[src/design/pin_ctrl_map.svh]
// Register offsets, field positions, reset values for the pin control block.
`ifndef PIN_CTRL_MAP_SVH
`define PIN_CTRL_MAP_SVH

// Register offsets on the plain register port.
`define ADDR_MODEM_CTRL_A   4'h0
`define ADDR_ENH_FEAT_A     4'h1
`define ADDR_MODEM_CTRL_B   4'h2
`define ADDR_ENH_FEAT_B     4'h3
`define ADDR_IO_PIN_FUNC    4'h4
`define ADDR_GPIO_DIR       4'h5
`define ADDR_GPIO_DATA      4'h6
`define ADDR_GPIO_STATE     4'h7
`define ADDR_PIN_STATUS     4'h8

// Field positions.
`define MCR_DTR_BIT         0
`define MCR_RTS_BIT         1
`define MCR_LOOP_BIT        4
`define EFR_AUTO_RTS_BIT    6
`define IO_GROUP_A_BIT      1
`define IO_GROUP_B_BIT      2

// Reset values.
`define RST_REG8            8'h00
`define RST_PINS            8'h00

`endif

[src/design/pin_ctrl_pkg.sv]
// Types shared by the pin control modules.
package pin_ctrl_pkg;
	typedef logic [7:0] reg8_t;
	typedef logic [3:0] addr_t;
	// Function of one shared pin group.
	typedef enum logic [1:0] {
		ROLE_GPIO  = 2'b01,
		ROLE_MODEM = 2'b10
	} pin_role_e;
endpackage : pin_ctrl_pkg

[src/design/chan_if.sv]
// Signals between the pin controller and one serial channel's pin logic.
interface chan_if;
	logic rts_bit;
	logic auto_rts;
	logic loopback;
	logic rx_room;
	logic tx_data;
	logic rx_pin;
	logic rts_n;
	logic serial_out;
	logic rx_core;
	logic flow_allow;
	modport ctrl (output rts_bit, auto_rts, loopback, rx_room, tx_data,
		rx_pin, input rts_n, serial_out, rx_core, flow_allow);
	modport chan (input rts_bit, auto_rts, loopback, rx_room, tx_data,
		rx_pin, output rts_n, serial_out, rx_core, flow_allow);
endinterface : chan_if

[src/design/chan_pin_ctrl.sv]
// Request-to-send and loopback routing for one serial channel.
module chan_pin_ctrl (
	// Clock and reset.
	input  wire logic clk,
	input  wire logic reset_n,
	// Channel signals.
	chan_if.chan      ch
);
	logic rts_n_q;
	logic serial_out_q;
	logic rx_core_q;
	logic rts_n_d;
	logic serial_out_d;
	logic rx_core_d;

	// Automatic flow asks only while the receiver has room; otherwise the
	// pin is the inverse of the software bit.
	assign rts_n_d = ch.auto_rts ? ~ch.rx_room : ~ch.rts_bit;
	// Receiver takes the transmit stream in loopback, the pin otherwise.
	assign rx_core_d = ch.loopback ? ch.tx_data : ch.rx_pin;
	// In loopback the line is held at idle mark so the far end sees no traffic.
	assign serial_out_d = ch.loopback ? 1'b1 : ch.tx_data;
	// Flow gating reaches the serial logic only under automatic mode.
	assign ch.flow_allow = ch.auto_rts ? ch.rx_room : 1'b1;

	// Pin outputs and rx_core are registered, flow_allow is not; one cycle of latency is cheap
	// against any bit time and keeps the pins glitch free.
	always_ff @(posedge clk or negedge reset_n) begin
		if (!reset_n) begin
			rts_n_q      <= 1'b1;
			serial_out_q <= 1'b1;
			rx_core_q    <= 1'b1;
		end else begin
			rts_n_q      <= rts_n_d;
			serial_out_q <= serial_out_d;
			rx_core_q    <= rx_core_d;
		end
	end

	assign ch.rts_n      = rts_n_q;
	assign ch.serial_out = serial_out_q;
	assign ch.rx_core    = rx_core_q;
endmodule : chan_pin_ctrl

[src/design/uart_modem_pin_loopback_ctrl.sv]
// Modem pin, loopback and shared pin function control for two channels.
//
// Chosen here: the register addresses and the plain strobed port.
`include "pin_ctrl_map.svh"

module uart_modem_pin_loopback_ctrl (
	// Clock and reset.
	input  wire logic                 clk,
	input  wire logic                 reset_n,
	// Register port.
	input  wire pin_ctrl_pkg::addr_t  addr,
	input  wire pin_ctrl_pkg::reg8_t  wdata,
	input  wire logic                 wr_stb,
	input  wire logic                 rd_stb,
	output pin_ctrl_pkg::reg8_t       rdata,
	// Channel A serial path.
	input  wire logic                 tx_data_a,
	input  wire logic                 serial_in_a,
	output logic                      serial_out_a,
	output logic                      rx_data_a,
	input  wire logic                 rx_room_a,
	output logic                      rx_flow_allow_a,
	output logic                      request_to_send_a_n,
	// Channel B serial path.
	input  wire logic                 tx_data_b,
	input  wire logic                 serial_in_b,
	output logic                      serial_out_b,
	output logic                      rx_data_b,
	input  wire logic                 rx_room_b,
	output logic                      rx_flow_allow_b,
	output logic                      request_to_send_b_n,
	// Shared general purpose or modem pins.
	input  wire logic [7:0]           gpio_in,
	output logic [7:0]                gpio_out,
	output logic [7:0]                gpio_oe,
	// Modem inputs toward the channels, active low.
	output logic                      set_ready_a_n,
	output logic                      carrier_detect_a_n,
	output logic                      ring_a_n,
	output logic                      set_ready_b_n,
	output logic                      carrier_detect_b_n,
	output logic                      ring_b_n
);
	// Software registers.
	pin_ctrl_pkg::reg8_t modem_control_reg_a_q;
	pin_ctrl_pkg::reg8_t enhanced_features_reg_a_q;
	pin_ctrl_pkg::reg8_t modem_control_reg_b_q;
	pin_ctrl_pkg::reg8_t enhanced_features_reg_b_q;
	pin_ctrl_pkg::reg8_t io_pin_function_reg_q;
	pin_ctrl_pkg::reg8_t gpio_dir_q;
	pin_ctrl_pkg::reg8_t gpio_data_q;
	// Sampled pins, read data and registered outputs.
	logic [7:0]          gpio_pin_q;
	pin_ctrl_pkg::reg8_t rdata_q;
	pin_ctrl_pkg::reg8_t rdata_d;
	logic [7:0]          gpio_out_q;
	logic [7:0]          gpio_oe_q;
	logic [7:0]          gpio_out_d;
	logic [7:0]          gpio_oe_d;
	logic [5:0]          modem_in_q;
	logic [3:0]          modem_in_a;
	logic [3:0]          modem_in_b;
	// Decodes.
	logic                wr_mcr_a;
	logic                wr_efr_a;
	logic                wr_mcr_b;
	logic                wr_efr_b;
	logic                wr_io_func;
	logic                wr_dir;
	logic                wr_data;
	pin_ctrl_pkg::pin_role_e role_a;
	pin_ctrl_pkg::pin_role_e role_b;
	logic [7:0]          modem_out;
	logic [7:0]          modem_oe;
	pin_ctrl_pkg::reg8_t status_word;

	// Channel links.
	chan_if link_a ();
	chan_if link_b ();

	// Role of one group from its pin function bit.
	function automatic pin_ctrl_pkg::pin_role_e group_role(input logic sel);
		group_role = sel ? pin_ctrl_pkg::ROLE_MODEM : pin_ctrl_pkg::ROLE_GPIO;
	endfunction : group_role

	// Pick the modem or general purpose value of a four-line group.
	function automatic logic [3:0] group_pick(
		input pin_ctrl_pkg::pin_role_e role,
		input logic [3:0]              modem_val,
		input logic [3:0]              gpio_val
	);
		case (role)
			pin_ctrl_pkg::ROLE_MODEM: begin
				group_pick = modem_val;
			end
			pin_ctrl_pkg::ROLE_GPIO: begin
				group_pick = gpio_val;
			end
			default: begin
				group_pick = gpio_val;
			end
		endcase
	endfunction : group_pick

	// Write strobes, one per register.
	assign wr_mcr_a   = wr_stb && (addr == `ADDR_MODEM_CTRL_A);
	assign wr_efr_a   = wr_stb && (addr == `ADDR_ENH_FEAT_A);
	assign wr_mcr_b   = wr_stb && (addr == `ADDR_MODEM_CTRL_B);
	assign wr_efr_b   = wr_stb && (addr == `ADDR_ENH_FEAT_B);
	assign wr_io_func = wr_stb && (addr == `ADDR_IO_PIN_FUNC);
	assign wr_dir     = wr_stb && (addr == `ADDR_GPIO_DIR);
	assign wr_data    = wr_stb && (addr == `ADDR_GPIO_DATA);

	// Channel control registers; outside software control the request pins return high only through
	// this reset branch or, in automatic mode, when receive room is lost.
	always_ff @(posedge clk or negedge reset_n) begin
		if (!reset_n) begin
			modem_control_reg_a_q     <= `RST_REG8;
			enhanced_features_reg_a_q <= `RST_REG8;
			modem_control_reg_b_q     <= `RST_REG8;
			enhanced_features_reg_b_q <= `RST_REG8;
		end else begin
			if (wr_mcr_a) begin
				modem_control_reg_a_q <= wdata;
			end
			if (wr_efr_a) begin
				enhanced_features_reg_a_q <= wdata;
			end
			if (wr_mcr_b) begin
				modem_control_reg_b_q <= wdata;
			end
			if (wr_efr_b) begin
				enhanced_features_reg_b_q <= wdata;
			end
		end
	end

	// Shared pin configuration registers.
	always_ff @(posedge clk or negedge reset_n) begin
		if (!reset_n) begin
			io_pin_function_reg_q <= `RST_REG8;
			gpio_dir_q            <= `RST_REG8;
			gpio_data_q           <= `RST_REG8;
		end else begin
			if (wr_io_func) begin
				io_pin_function_reg_q <= wdata;
			end
			if (wr_dir) begin
				gpio_dir_q <= wdata;
			end
			if (wr_data) begin
				gpio_data_q <= wdata;
			end
		end
	end

	// Channel A link.
	assign link_a.rts_bit  = modem_control_reg_a_q[`MCR_RTS_BIT];
	assign link_a.auto_rts = enhanced_features_reg_a_q[`EFR_AUTO_RTS_BIT];
	assign link_a.loopback = modem_control_reg_a_q[`MCR_LOOP_BIT];
	assign link_a.rx_room  = rx_room_a;
	assign link_a.tx_data  = tx_data_a;
	assign link_a.rx_pin   = serial_in_a;

	// Channel B link.
	assign link_b.rts_bit  = modem_control_reg_b_q[`MCR_RTS_BIT];
	assign link_b.auto_rts = enhanced_features_reg_b_q[`EFR_AUTO_RTS_BIT];
	assign link_b.loopback = modem_control_reg_b_q[`MCR_LOOP_BIT];
	assign link_b.rx_room  = rx_room_b;
	assign link_b.tx_data  = tx_data_b;
	assign link_b.rx_pin   = serial_in_b;

	// Per-channel request and loopback logic.
	chan_pin_ctrl u_chan_a (
		.clk     (clk),
		.reset_n (reset_n),
		.ch      (link_a)
	);

	chan_pin_ctrl u_chan_b (
		.clk     (clk),
		.reset_n (reset_n),
		.ch      (link_b)
	);

	// Channel outputs back to the pins and the serial core.
	assign serial_out_a        = link_a.serial_out;
	assign rx_data_a           = link_a.rx_core;
	assign rx_flow_allow_a     = link_a.flow_allow;
	assign request_to_send_a_n = link_a.rts_n;
	assign serial_out_b        = link_b.serial_out;
	assign rx_data_b           = link_b.rx_core;
	assign rx_flow_allow_b     = link_b.flow_allow;
	assign request_to_send_b_n = link_b.rts_n;

	// Group roles: lower lines belong to channel B, upper lines to A.
	assign role_b = group_role(io_pin_function_reg_q[`IO_GROUP_B_BIT]);
	assign role_a = group_role(io_pin_function_reg_q[`IO_GROUP_A_BIT]);

	// Modem use of each group: line 1 of a group drives terminal ready
	// low when the control bit is set, the other three lines are inputs.
	assign modem_out = {2'b00, ~modem_control_reg_a_q[`MCR_DTR_BIT], 1'b0,
		2'b00, ~modem_control_reg_b_q[`MCR_DTR_BIT], 1'b0};
	assign modem_oe  = 8'h22;

	// Pin drive per group, chosen by role.
	assign gpio_out_d = {group_pick(role_a, modem_out[7:4], gpio_data_q[7:4]),
		group_pick(role_b, modem_out[3:0], gpio_data_q[3:0])};
	assign gpio_oe_d  = {group_pick(role_a, modem_oe[7:4], gpio_dir_q[7:4]),
		group_pick(role_b, modem_oe[3:0], gpio_dir_q[3:0])};

	// Modem view of each group; a group in general purpose use reads idle.
	assign modem_in_a = group_pick(role_a, gpio_in[7:4], 4'hF);
	assign modem_in_b = group_pick(role_b, gpio_in[3:0], 4'hF);

	// Registered pin drive; modem inputs read idle high while a group is
	// in general purpose use so the channel sees no false modem events.
	always_ff @(posedge clk or negedge reset_n) begin
		if (!reset_n) begin
			gpio_out_q <= `RST_PINS;
			gpio_oe_q  <= `RST_PINS;
			gpio_pin_q <= `RST_PINS;
			modem_in_q <= 6'h3F;
		end else begin
			gpio_out_q <= gpio_out_d;
			gpio_oe_q  <= gpio_oe_d;
			gpio_pin_q <= gpio_in;
			modem_in_q <= {modem_in_a[3], modem_in_a[2], modem_in_a[0],
				modem_in_b[3], modem_in_b[2], modem_in_b[0]};
		end
	end

	assign gpio_out           = gpio_out_q;
	assign gpio_oe            = gpio_oe_q;
	assign ring_a_n           = modem_in_q[5];
	assign carrier_detect_a_n = modem_in_q[4];
	assign set_ready_a_n      = modem_in_q[3];
	assign ring_b_n           = modem_in_q[2];
	assign carrier_detect_b_n = modem_in_q[1];
	assign set_ready_b_n      = modem_in_q[0];

	// Live pin status visible to software.
	assign status_word = {4'h0, link_b.loopback, link_a.loopback,
		request_to_send_b_n, request_to_send_a_n};

	// Read mux; unmapped offsets return zero.
	always_comb begin
		case (addr)
			`ADDR_MODEM_CTRL_A: begin
				rdata_d = modem_control_reg_a_q;
			end
			`ADDR_ENH_FEAT_A: begin
				rdata_d = enhanced_features_reg_a_q;
			end
			`ADDR_MODEM_CTRL_B: begin
				rdata_d = modem_control_reg_b_q;
			end
			`ADDR_ENH_FEAT_B: begin
				rdata_d = enhanced_features_reg_b_q;
			end
			`ADDR_IO_PIN_FUNC: begin
				rdata_d = io_pin_function_reg_q;
			end
			`ADDR_GPIO_DIR: begin
				rdata_d = gpio_dir_q;
			end
			`ADDR_GPIO_DATA: begin
				rdata_d = gpio_data_q;
			end
			`ADDR_GPIO_STATE: begin
				rdata_d = gpio_pin_q;
			end
			`ADDR_PIN_STATUS: begin
				rdata_d = status_word;
			end
			default: begin
				rdata_d = `RST_REG8;
			end
		endcase
	end

	// Read data stands for the single cycle after the strobe.
	always_ff @(posedge clk or negedge reset_n) begin
		if (!reset_n) begin
			rdata_q <= `RST_REG8;
		end else if (rd_stb) begin
			rdata_q <= rdata_d;
		end else begin
			rdata_q <= `RST_REG8;
		end
	end

	assign rdata = rdata_q;
endmodule : uart_modem_pin_loopback_ctrl

[config.mk]
export PLATFORM = sky130hd
export DESIGN_NAME = uart_modem_pin_loopback_ctrl
export DESIGN_NICKNAME = d
export VERILOG_FILES = /design/src/design/pin_ctrl_pkg.sv /design/src/design/chan_if.sv /design/src/design/chan_pin_ctrl.sv /design/src/design/uart_modem_pin_loopback_ctrl.sv
export VERILOG_INCLUDE_DIRS = /design/src /design/src/design
export SDC_FILE = /design/constraint.sdc
export NUM_CORES = 1
export LEC_CHECK = 0
export ABC_AREA = 1
export BUFFER_PORTS_ARGS = -buffer_cell sky130_fd_sc_hd__clkbuf_2
export CAP_MARGIN = 20
export CORE_MARGIN = 1.5
export CORE_UTILIZATION = 45
export DETAILED_ROUTE_END_ITERATION = 8
export GPL_TIMING_DRIVEN = 0
export PLACE_DENSITY_LB_ADDON = 0.08
export SYNTH_ARGS = -nofsm -noshare
export SYNTH_HDL_FRONTEND = slang
export SYNTH_SLANG_ARGS = --single-unit
[constraint.sdc]
create_clock -name clk -period 1.9 [get_ports clk]
set_input_delay 0.19 -clock clk [delete_from_list [all_inputs] [get_ports clk]]
set_output_delay 0.19 -clock clk [all_outputs]
set_load 0.005 [all_outputs]
==> results.tsv <==
stage	metric	value	unit
run_status	outcome	finished, violations left	
run_status	failing checks	design-rule violations	
clocking	Worst-path clk slew	90	ps
setup_path	CP Capture Type	flop	
detailed_routing	WL/cell	15.20	microns
clocking	level count of the clock H-tree	3	
placed_design	post-DP HPWL	7025	microns
power	Pwr Density	1039	mW/mm^2
setup_path	critical path endpoint	rdata[1]	
clocking	post-CTS sizing	0	
finish	Final #Nets	560	
setup_path	cell depth of the worst flop-to-flop path	5	
worst_hold_path	Worst Hold Class	in -> reg	
setup_path	worst path buffer plus inverter count	2	
placed_design	DP Cell Count	616	
clocking	Clock Path Buffers	2	
detailed_routing	DR DRC count	6	
setup_path	peak per-stage delay on the critical path	370	ps
floorplanning	core area	0.008806	sq mm
detailed_routing	vias	3206	
global_routing	initial antenna violation count	0	
global_routing	pin count of the biggest net entering global routing	67	
setup_path	RR Startpoint	io_pin_function_reg_q[1]	
setup_path	FF-to-FF setup slack	550	ps
synthesis	Yosys warning total	0	
floorplanning	Initial Util	47.06	%
setup_path	crit path kind	reg -> reg	
sta	Hold Violations, Final	0	
power	Max VDD drop	0.6247	mV
setup_path	reg2reg end	rdata[1]	
floorplanning	Chip Height	98.96	microns
clocking	CTS tree	built	
sta	Final Slew Violations	0	
sta	Setup-failing EPs final	0	
floorplanning	# rows	34	
setup_path	Arr. time, crit path	1590	ps
floorplanning	Die Area	0.009793	sq mm
finish	Layout fillers	825	
sta	worst-margin pin slew	479.6	ps
sta	Setup Total Neg Slack	0	ps
placed_design	IO Port Bufs	67	
setup_path	CP required	2150	ps
setup_path	crit-path leading delay family	buffers and inverters	
finish	area of the multi-input gates	0.001368	sq mm
sta	Final period util	70.91	%
setup_path	critical path, cell by cell	clkbuf_1 -> inv_1 -> nor2_1 -> nor2_1 -> a21oi_1	
floorplanning	I/O pins	68	
power	Pleak	2.560	nW
sta	Final WS setup	552.8	ps
synthesis	synthesized area per cell	9.418	sq um
sta	Final min period	1347	ps
synthesis	cell count after synthesis	440	
finish	Antenna diodes	0	
clocking	Worst-Skew Late Latency	370	ps
detailed_routing	Via density	4.986	
detailed_routing	drt initial violations	143	
finish	layout cells sized above 1	26.17	%
finish	commonest non-fill, non-tap cells in the layout	116 x nand2_1, 88 x dfrtp_1, 66 x clkbuf_2, 49 x o21ai_0, 41 x nand3_1	
clocking	CTS buffer count	9	
setup_path	worst-path fanout max	8	
synthesis	post-synthesis sequential area ratio	60.75	%
synthesis	post-synthesis instance area	0.004144	sq mm
sta	FMAX	0.7423	GHz
synthesis	syn_nets	470	
global_routing	first-pass GRT wire length	16160	microns
finish	Area Growth Syn to Fin	20.86	%
placed_design	RePlAce Congestion	0.8842	
setup_path	CP Launch Point	io_pin_function_reg_q[1]	
detailed_routing	1st-pass router iterations	7	
global_routing	gr usage total	21.74	%
clocking	Clock Sinks	100	
global_routing	via count of the first global-routing pass	3195	
global_routing	gr ovfl total	0	
synthesis	Yosys reg bits	100	
floorplanning	die extent in x	98.96	microns
sta	slew margin rel.	68.02	%
finish	post-route insts no fill	643	
setup_path	CP max-delay cell	dfrtp_1	
detailed_routing	final wirelength	9771	microns
synthesis	post-synthesis cell type count	21	
clocking	root buf cell	clkbuf_8	
setup_path	Startpoint Class	flop	
job	Max Cap Viol	0	
finish	commonest non-fill, non-tap cell in the layout	nand2_1	
detailed_routing	Post-DRT Antenna Nets	0	
finish	register area	0.002517	sq mm
placed_design	setup slack after placement	370.7	ps
sta	RSZ-0062 raised after global routing	no	
setup_path	crit-path most repeated cell	nor2_1	
setup_path	Crit path depth	5	
sta	worst clock skew	10.47	ps
## routing by layer
layer | track usage [%] | up-vias | part of all wire (%)
li1 | - | 1583 | -
met1 | 28.36 | 1540 | 45
met2 | 36.71 | 70 | 49
met3 | 3.901 | 13 | 4.0
met4 | 7.582 | 0 | 1.5
met5 | 0 | - | 0
## report_power, final
group | internal, W | total [W] | switching, W
registers | 0.00253 | 0.00274 | 0.000207
logic | 0.000333 | 0.000788 | 0.000456
clock network | 0.000925 | 0.00167 | 0.000749
total | 0.00379 | 0.00520 | 0.00141
## per-stage QoR
stage | cell area (sq um) | utilization (%) | hold slack [ps] | power, W
after floorplan | 4144 | - | -105.6 | 0.003164
after global placement | 4614 | 52.40 | 297.8 | 0.003528
after detailed placement | 4644 | 52.74 | 209.0 | 0.003566
after CTS | 5009 | 56.88 | 14.08 | 0.005255
after global routing | 5009 | 56.88 | 42.19 | 0.005479
final | 5009 | 56.88 | 17.96 | 0.005202
## synth_stat cells
library cell	n	area share [%]
nand2_1	116	11
buf_2	3	0.36
inv_1	37	3.4
or2_2	7	1.1
inv_2	4	0.36
clkbuf_1	2	0.18
o21ai_2	8	1.7
buf_4	2	0.36
nand2_2	1	0.15
dfrtp_1	88	53
nand3_1	41	5.0
o21ai_0	49	5.9
buf_6	6	1.6
a21oi_1	8	0.97
nor2_2	2	0.30
nand2_4	4	1.1
o21ai_1	9	1.1
nor2_1	34	3.1
nor2_4	5	1.4
dfstp_2	12	7.6
nand3_4	2	0.85
## final cells by class
class | count | share of cell area (%)
Buffer | 13 | 2.098
Clock buffer | 10 | 2.748
Clock inverter | 6 | 2.323
Inverter | 41 | 3.073
Multi-Input combinational cell | 286 | 27.30
Sequential cell | 100 | 50.26
Tap cell | 108 | 2.698
Timing Repair Buffer | 79 | 9.493
## worst min-delay path by stage
stage | depth (start not counted) | slack (ps) | end | from
floorplan | 0 | -110 | enhanced_features_reg_a_q[0] | reset_n
global placement | 1 | 300 | gpio_pin_q[5] | gpio_in[5]
detailed placement | 1 | 210 | gpio_out[2] | reset_n
CTS | 3 | 10 | u_chan_a.ch.rx_core | serial_in_a
global route | 3 | 40 | u_chan_a.ch.rx_core | serial_in_a
finish | 3 | 20 | u_chan_a.ch.rx_core | serial_in_a
## timing repair
item | in CTS | in global routing
buffers inserted | 0 | 0
hold buffers | 11 | 0
endpoints found under the hold margin | 36 | 0
## worst min-delay path: cells and delay by family
family / cells / cell delay, ps
and+or+nand+nor: 1 / 50
buffers and inverters: 1 / 80
AOI/OAI and AO/OA: 1 / 70
## sequential cells by signal (all words and copies together) (netlist names), 6 cells and up
register	cells
rdata	8
modem_control_reg_b_q	8
gpio_dir_q	8
gpio_pin_q	8
modem_in_q	6
gpio_data_q	8
gpio_out	8
io_pin_function_reg_q	8
modem_control_reg_a_q	8
enhanced_features_reg_b_q	8
enhanced_features_reg_a_q	8
gpio_oe	8
## kinds of logic after synthesis
group	synth area share [%]
and+or+nand+nor	23.34
buffers and inverters	6.250
AOI/OAI and AO/OA	9.662
DFF	60.75
Note: power is estimated with default switching activity, not from simulation.
